File: src/rtl/aofc_pkg.sv
// Constants for the ADC output format control register bank.
// Assumes a byte-wide register write/read port driven by the serial interface decoder.
package aofc_pkg;
    localparam logic [7:0] ADDR_WIDTH_DRIVE = 8'h63;
    localparam logic [7:0] ADDR_PHASE       = 8'h64;
    localparam logic [7:0] ADDR_POLARITY    = 8'h65;
    localparam logic [7:0] ADDR_OFFSET_LO   = 8'h66;
    localparam logic [7:0] ADDR_OFFSET_HI   = 8'h67;
    localparam logic [7:0] ADDR_FRAME_AUX   = 8'h68;
    localparam logic [7:0] ADDR_PLL_CAL     = 8'h6b;

    localparam logic [7:0] RST_WIDTH_DRIVE  = 8'h01;
    localparam logic [7:0] RST_PHASE        = 8'h03;
    localparam logic [7:0] RST_POLARITY     = 8'h00;
    localparam logic [7:0] RST_OFFSET       = 8'h00;
    localparam logic [7:0] RST_FRAME_AUX    = 8'h24;
    localparam logic [7:0] RST_PLL_CAL      = 8'h08;

    localparam int WIDTH_LSB       = 4;
    localparam int TERM_BIT        = 3;
    localparam int DRIVE_LSB       = 0;
    localparam int PHASE_EN_BIT    = 7;
    localparam int PHASE_SEL_LSB   = 4;
    localparam int FRAME_INV_BIT   = 3;
    localparam int FRAME_EN_BIT    = 2;
    localparam int AUX_ADD_BIT     = 1;
    localparam int AUX_INV_BIT     = 0;
    localparam int CAL_TRIG_BIT    = 2;

    localparam logic [3:0] WIDTH_CODE_FULL = 4'h0;
    localparam logic [4:0] RES_12          = 5'h0c;
    localparam logic [4:0] RES_14          = 5'h0e;
    localparam logic [4:0] RES_16          = 5'h10;
    localparam logic [4:0] RES_18          = 5'h12;

    // Offset shift applied to a fixed 19-bit fraction grid (three fractional bits below 16-bit LSb).
    localparam logic [1:0] OFS_SH_12 = 2'h0;
    localparam logic [1:0] OFS_SH_14 = 2'h1;
    localparam logic [1:0] OFS_SH_16 = 2'h2;
    localparam logic [1:0] OFS_SH_18 = 2'h3;

    localparam logic [2:0] MIN_SHIFT_DECIM = 3'h2;

    typedef enum logic [1:0] {
        AOFC_OUT_OFF  = 2'h0,
        AOFC_OUT_CMOS = 2'h1,
        AOFC_OUT_LVDS = 2'h3
    } aofc_mode_type;
endpackage : aofc_pkg

File: src/rtl/aofc_regs.sv
// Output format control register bank with the derived data-path controls.
// Assumes one-cycle write strobes from the serial interface decoder and an output formatter that
// consumes the decoded controls; the caller keeps factory bits unchanged.
`timescale 1ns/1ps
module aofc_regs (
    input  wire logic                  REF_CLK_I,          // Device clock, 50 MHz.
    input  wire logic                  RESET_I,            // Synchronous reset, active high.
    input  wire logic                  WR_EN_I,            // One-cycle register write strobe.
    input  wire logic [7:0]            ADDR_I,             // Register address.
    input  wire logic [7:0]            WDATA_I,            // Write data.
    output      logic [7:0]            RDATA_O,            // Read data for ADDR_I, registered.
    input  wire logic                  LVDS_MODE_I,        // High while LVDS output mode is selected.
    input  wire logic [2:0]            DECIM_LOG2_I,       // Decimation factor as power of two, 0 none.
    input  wire logic                  DEFAULT_FILTERS_I,  // High while filter settings are at default.
    output      logic [4:0]            RESOLUTION_O,       // Effective output bits, 1 to 18.
    output      logic                  TERM_EN_O,          // Internal LVDS termination enable.
    output      logic [2:0]            DRIVE_CURRENT_SEL_O,// LVDS drive current code.
    output      logic                  PHASE_SHIFT_EN_O,   // Decimated clock phase shift active.
    output      logic [2:0]            DECIM_CLK_PHASE_SEL_O, // Phase in 45 degree steps.
    output      logic [7:0]            PAIR_INVERT_MASK_O, // Effective per-pair inversion mask.
    output      logic [15:0]           GLOBAL_OFFSET_VALUE_O, // Raw two's complement offset.
    output      logic [1:0]            OFFSET_SHIFT_O,     // Offset scale: count << shift on 1/8 LSb grid.
    output      logic                  FRAME_OVR_OUT_EN_O, // Word clock and overrange pair enable.
    output      logic                  FRAME_OVR_INVERT_O, // Word clock and overrange pair inversion.
    output      logic                  AUX_LSB_ADD_O,      // Two auxiliary LSbs appended.
    output      logic                  AUX_LSB_INVERT_O,   // Auxiliary pair inversion.
    output      logic                  SYNTH_CAL_START_O   // One-cycle PLL calibration start pulse.
);
    import aofc_pkg::*;

    logic [7:0] width_drive_q;
    logic [7:0] phase_q;
    logic [7:0] polarity_q;
    logic [7:0] offset_lo_q;
    logic [7:0] offset_hi_q;
    logic [7:0] frame_aux_q;
    logic [7:0] pll_cal_q;
    logic       cal_start_q;
    logic [4:0] base_res;
    logic [3:0] width_code;
    logic       aux_active;
    logic       phase_allowed;

    //////////////////////////////////////////////////////////////////////////////////////////////
    // Register writes.
    always_ff @(posedge REF_CLK_I) begin
        if (RESET_I) begin
            width_drive_q <= RST_WIDTH_DRIVE;
            phase_q       <= RST_PHASE;
            polarity_q    <= RST_POLARITY;
            offset_lo_q   <= RST_OFFSET;
            offset_hi_q   <= RST_OFFSET;
            frame_aux_q   <= RST_FRAME_AUX;
            pll_cal_q     <= RST_PLL_CAL;
        end else if (WR_EN_I) begin
            case (ADDR_I)
                ADDR_WIDTH_DRIVE: width_drive_q <= WDATA_I;
                ADDR_PHASE:       phase_q       <= WDATA_I;
                ADDR_POLARITY:    polarity_q    <= WDATA_I;
                ADDR_OFFSET_LO:   offset_lo_q   <= WDATA_I;
                ADDR_OFFSET_HI:   offset_hi_q   <= WDATA_I;
                ADDR_FRAME_AUX:   frame_aux_q   <= WDATA_I;
                ADDR_PLL_CAL:     pll_cal_q     <= WDATA_I;
                default: begin
                end
            endcase
        end
    end

    // A toggle in either direction starts calibration; a rewrite of the same value does not.
    always_ff @(posedge REF_CLK_I) begin
        if (RESET_I) begin
            cal_start_q <= 1'b0;
        end else begin
            cal_start_q <= WR_EN_I && (ADDR_I == ADDR_PLL_CAL) &&
                           (WDATA_I[CAL_TRIG_BIT] != pll_cal_q[CAL_TRIG_BIT]);
        end
    end

    always_ff @(posedge REF_CLK_I) begin
        if (RESET_I) begin
            RDATA_O <= 8'h00;
        end else begin
            case (ADDR_I)
                ADDR_WIDTH_DRIVE: RDATA_O <= width_drive_q;
                ADDR_PHASE:       RDATA_O <= phase_q;
                ADDR_POLARITY:    RDATA_O <= polarity_q;
                ADDR_OFFSET_LO:   RDATA_O <= offset_lo_q;
                ADDR_OFFSET_HI:   RDATA_O <= offset_hi_q;
                ADDR_FRAME_AUX:   RDATA_O <= frame_aux_q;
                ADDR_PLL_CAL:     RDATA_O <= pll_cal_q;
                default:          RDATA_O <= 8'h00;
            endcase
        end
    end

    //////////////////////////////////////////////////////////////////////////////////////////////
    // Decoded controls.
    assign width_code = width_drive_q[WIDTH_LSB +: 4];
    assign base_res   = (width_code == WIDTH_CODE_FULL) ? RES_16 : {1'b0, width_code};
    // Extra LSbs only exist on the full 16-bit word and only while decimating.
    assign aux_active = frame_aux_q[AUX_ADD_BIT] && (base_res == RES_16) &&
                        (DECIM_LOG2_I != 3'h0);
    assign RESOLUTION_O = aux_active ? RES_18 : base_res;
    assign AUX_LSB_ADD_O = aux_active;

    assign TERM_EN_O           = width_drive_q[TERM_BIT];
    assign DRIVE_CURRENT_SEL_O = width_drive_q[DRIVE_LSB +: 3];

    // Even 45 degree codes are not offered with default filters, so they fall back to reference.
    assign phase_allowed = (DECIM_LOG2_I >= MIN_SHIFT_DECIM) &&
                           (!DEFAULT_FILTERS_I || phase_q[PHASE_SEL_LSB]);
    assign PHASE_SHIFT_EN_O      = phase_q[PHASE_EN_BIT] && phase_allowed;
    assign DECIM_CLK_PHASE_SEL_O = PHASE_SHIFT_EN_O ? phase_q[PHASE_SEL_LSB +: 3] : 3'h0;

    always_comb begin
        PAIR_INVERT_MASK_O = polarity_q;
        if (RESOLUTION_O == RES_14) begin
            PAIR_INVERT_MASK_O[0] = 1'b0;
        end else if (RESOLUTION_O == RES_12) begin
            PAIR_INVERT_MASK_O[1:0] = 2'h0;
        end
    end

    assign GLOBAL_OFFSET_VALUE_O = {offset_hi_q, offset_lo_q};

    always_comb begin
        case (RESOLUTION_O)
            RES_12:  OFFSET_SHIFT_O = OFS_SH_12;
            RES_14:  OFFSET_SHIFT_O = OFS_SH_14;
            RES_18:  OFFSET_SHIFT_O = OFS_SH_18;
            default: OFFSET_SHIFT_O = OFS_SH_16;
        endcase
    end

    assign FRAME_OVR_OUT_EN_O = frame_aux_q[FRAME_EN_BIT];
    assign FRAME_OVR_INVERT_O = LVDS_MODE_I && frame_aux_q[FRAME_INV_BIT];
    assign AUX_LSB_INVERT_O   = LVDS_MODE_I && frame_aux_q[AUX_INV_BIT];
    assign SYNTH_CAL_START_O  = cal_start_q;
endmodule : aofc_regs

File: config.mk
export PLATFORM = sky130hd
export DESIGN_NAME = aofc_regs
export DESIGN_NICKNAME = d
export VERILOG_FILES = /design/src/rtl/aofc_pkg.sv /design/src/rtl/aofc_regs.sv
export SDC_FILE = /design/constraint.sdc
export NUM_CORES = 1
export LEC_CHECK = 0
export BUFFER_PORTS_ARGS = -buffer_cell sky130_fd_sc_hd__buf_2
export CORE_MARGIN = 2
export CORE_UTILIZATION = 25
export DETAILED_ROUTE_END_ITERATION = 12
export PLACE_DENSITY = 0.51
export SLEW_MARGIN = 10
export SYNTH_ARGS = -nofsm -noshare
export SYNTH_HDL_FRONTEND = slang
export SYNTH_SLANG_ARGS = --single-unit
export TNS_END_PERCENT = 5
File: constraint.sdc
create_clock -name REF_CLK_I -period 1.9 [get_ports REF_CLK_I]
set_input_delay 0.095 -clock REF_CLK_I [delete_from_list [all_inputs] [get_ports REF_CLK_I]]
set_output_delay 0.095 -clock REF_CLK_I [all_outputs]
set_load 0.005 [all_outputs]
==> results.sh <==
export IMPL_grt_pass1_vias=2424
export IMPL_drt_iter0_drc=90
export IMPL_wl_per_cell_um=16.63
export IMPL_synth_area_leaders="dfxtp_1, mux2i_1, nor2_1"
export IMPL_drive_gt1_frac=0.3522
export IMPL_hpwl_um=6199
export IMPL_yosys_area_top_type="dfxtp_1"
export IMPL_total_leakage_power_nw=1.880
export IMPL_holdPathStages=2
export IMPL_ff2ff_setup_slack_ns=0.58
export IMPL_hold_end="width_drive_q[0]"
export IMPL_initial_core_util=0.2548
export IMPL_num_rows=40
export IMPL_worst_path_max_fanout=5
export IMPL_max_vdd_ir_drop_v=0.0003939
export IMPL_post_cts_setup_buffer_count=0
export IMPL_drt_wl_total_um=8630
export IMPL_min_period_ns=1.745
export IMPL_yosysSeqAreaShare=0.4269
export IMPL_slew_headroom=0.5477
export IMPL_cts_sinks=65
export IMPL_gr_total_overflow=0
export IMPL_synth_most_common_cell="dfxtp_1"
export IMPL_portBuffers=75
export IMPL_rsz0062_at_grt="no"
export IMPL_syn_avg_cell_area_um2=10.13
export IMPL_rr_endpoint="RDATA_O[3]"
export IMPL_synth_common_cells="dfxtp_1, nor2_1, mux2i_1, buf_4"
export IMPL_p_per_area_mw_per_mm2=885.2
export IMPL_first_pass_iters=4
export IMPL_finClkSkew_ns=0.003797
export IMPL_cts_tree="yes"
export IMPL_synth_cell_types=45
export IMPL_synthCells=301
export IMPL_clk_latency_ns=0.33
export IMPL_track_usage=0.1353
export IMPL_synth_area_mm2=0.003048
export IMPL_setup_violations=0
export IMPL_finalHoldViolations=0
export IMPL_cts_made_buffers=9
export IMPL_outcome="finished, final reports clean"
export IMPL_cts_max_path_buffers=2
export IMPL_async_flop_share=0
export IMPL_grt_pass1_wl_um=13390
export IMPL_fill_cells=1211
export IMPL_diodes=0
export IMPL_cap_violations=0
export IMPL_synth_edff_count=0
export IMPL_drv_slew=0
export IMPL_min_from="WDATA_I[0]"
export IMPL_ys_ff_latch=65
export IMPL_setup_worst_path_end_class="primary output"
export IMPL_yosysTopAreaCellShare=0.4269
export IMPL_cts_clk_slew_worst_paths_ns=0.06
export IMPL_final_core_util=0.3233
export IMPL_slowest_delay_ns=0.38
export IMPL_syn_nets=325
export IMPL_fin_crit_sh=0.9184
export IMPL_final_nets=391
export IMPL_critical_path_class="flop to primary output"
export IMPL_hold_path_class="primary input to flop"
export IMPL_drc=0
export IMPL_io_pins=76
export IMPL_yosysWarnings=0
export IMPL_arrival_ns=1.65
export IMPL_ys_flop_type="dfxtp_1"
export IMPL_crit_chain="nor4_2, buf_4, o311a_1, or2_2, o21a_1, buf_2"
export IMPL_fmax_mhz=573.1
export IMPL_cts_resized=0
export IMPL_vias_per_cell=4.618
export IMPL_r2r_start="offset_lo_q[3]"
export IMPL_htreeDepth=3
export IMPL_antenna_found_initial=0
export IMPL_die_area_mm2=0.01309
export IMPL_vias=2397
export IMPL_crit_path_start_kind="flop"
export IMPL_cts_root_buffer="clkbuf_16"
export IMPL_area_growth_pct=26.89
export IMPL_place_congestion=0.7521
export IMPL_grt_start_max_net_pins=60
export IMPL_drtAntennaViolNets=0
export IMPL_worstMarginPinSlew_ns=0.6740
export IMPL_postCtsHoldBufs=0
export IMPL_critPathSlowestCell="dfxtp_2"
export IMPL_die_x_um=114.4
export IMPL_setup_tns_ns=0
export IMPL_die_h_um=114.4
export IMPL_core_mm2=0.01196
export IMPL_ff2ff_path_depth=3
export IMPL_crit_required_ns=1.80
==> placed cells by master, fill, tap and decap left out, types with 2 or more instances in the layout <==
| cell | Yosys | layout |
|---|---|---|
| a211o_1 | 3 | 3 |
| a21oi_1 | 11 | 11 |
| a22oi_1 | 6 | 6 |
| and2_1 | 7 | 7 |
| buf_2 | 4 | 75 |
| buf_4 | 14 | 12 |
| bufinv_16 | 0 | 3 |
| clkbuf_16 | 0 | 9 |
| dfxtp_1 | 65 | 64 |
| inv_1 | 4 | 4 |
| mux2_2 | 8 | 8 |
| mux2i_1 | 51 | 51 |
| mux4_2 | 7 | 7 |
| nand2_1 | 8 | 8 |
| nand3_1 | 2 | 2 |
| nand3b_1 | 2 | 2 |
| nand4_2 | 5 | 5 |
| nand4b_1 | 2 | 2 |
| nor2_1 | 57 | 57 |
| nor2b_1 | 5 | 5 |
| nor3_1 | 3 | 3 |
==> sequential cells by signal, indices dropped and copies added (netlist names) <==
| signal | cells |
|---|---|
| phase_q | 8 |
| RDATA_O | 8 |
| width_drive_q | 8 |
| offset_hi_q | 8 |
| frame_aux_q | 8 |
| SYNTH_CAL_START_O | 1 |
| pll_cal_q | 8 |
| polarity_q | 8 |
| offset_lo_q | 8 |
==> final cells by class <==
class	instances	area, µm²	area share
multi-input cells	200	1556	0.4025
flip-flops and latches	65	1303	0.3368
repair buffers	87	465.4	0.1203
clock buffers	10	229.0	0.05920
well taps	147	183.9	0.04756
clock inverters	6	115.1	0.02976
inverters	4	15.01	0.003882
==> power breakdown <==
| group | switching [mW] | total, mW | internal [mW] |
|---|---|---|---|
| clock network | 0.622 | 1.91 | 1.29 |
| logic | 0.0969 | 0.147 | 0.0503 |
| registers | 0.00115 | 1.37 | 1.36 |
| total | 0.720 | 3.42 | 2.70 |
==> metal layers <==
metal	global-route usage	part of all wire
met1	0.1869	0.50
met5	0	0
met3	0.03335	0.046
met4	0.05285	0.013
met2	0.2028	0.44
==> logic make-up (layout without fill, tap and decap cells) <==
logic type,Yosys count,after routing,share of synthesized area
flops,65,65,0.4269
compound gates,28,28,0.06445
mux,66,66,0.2488
buf+inv,36,107,0.06445
xor+xnor,1,1,0.002874
simple gates,105,105,0.1925
==> stage by stage <==
step / std cells / area [µm²] / setup slack [ns] / hold slack (ns) / power, mW
floorplan: 301 / 3048 / 0.5429 / 0.2129 / 1.486
global placement: 503 / 3516 / 0.2036 / 0.4417 / 1.542
detailed placement: 503 / 3516 / 0.1666 / 0.4308 / 1.544
CTS: 519 / 3860 / 0.08336 / 0.08437 / 3.450
global route: 519 / 3867 / 0.06164 / 0.1116 / 3.514
finish: 519 / 3867 / 0.1550 / 0.09388 / 3.424
==> worst max-delay path, delay by kind of cell, from the launching register on <==
kind                   cells  cell delay [ns]
and+or+nand+nor            2             0.36
AOI/OAI and AO/OA          2             0.32
DFF                        1             0.38
buffers and inverters      2             0.27
==> worst max-delay path by stage <==
stage	endpoint	cells after the start	slack, ns	startpoint
finish	PAIR_INVERT_MASK_O[1]	6	0.15	width_drive_q[4]
global route	PAIR_INVERT_MASK_O[1]	6	0.06	width_drive_q[4]
CTS	PAIR_INVERT_MASK_O[1]	6	0.08	width_drive_q[4]
detailed placement	pll_cal_q[2]	5	0.17	ADDR_I[0]
global placement	pll_cal_q[4]	5	0.20	ADDR_I[0]
floorplan	width_drive_q[0]	4	0.54	ADDR_I[7]
Note: power is estimated with default switching activity, not from simulation.
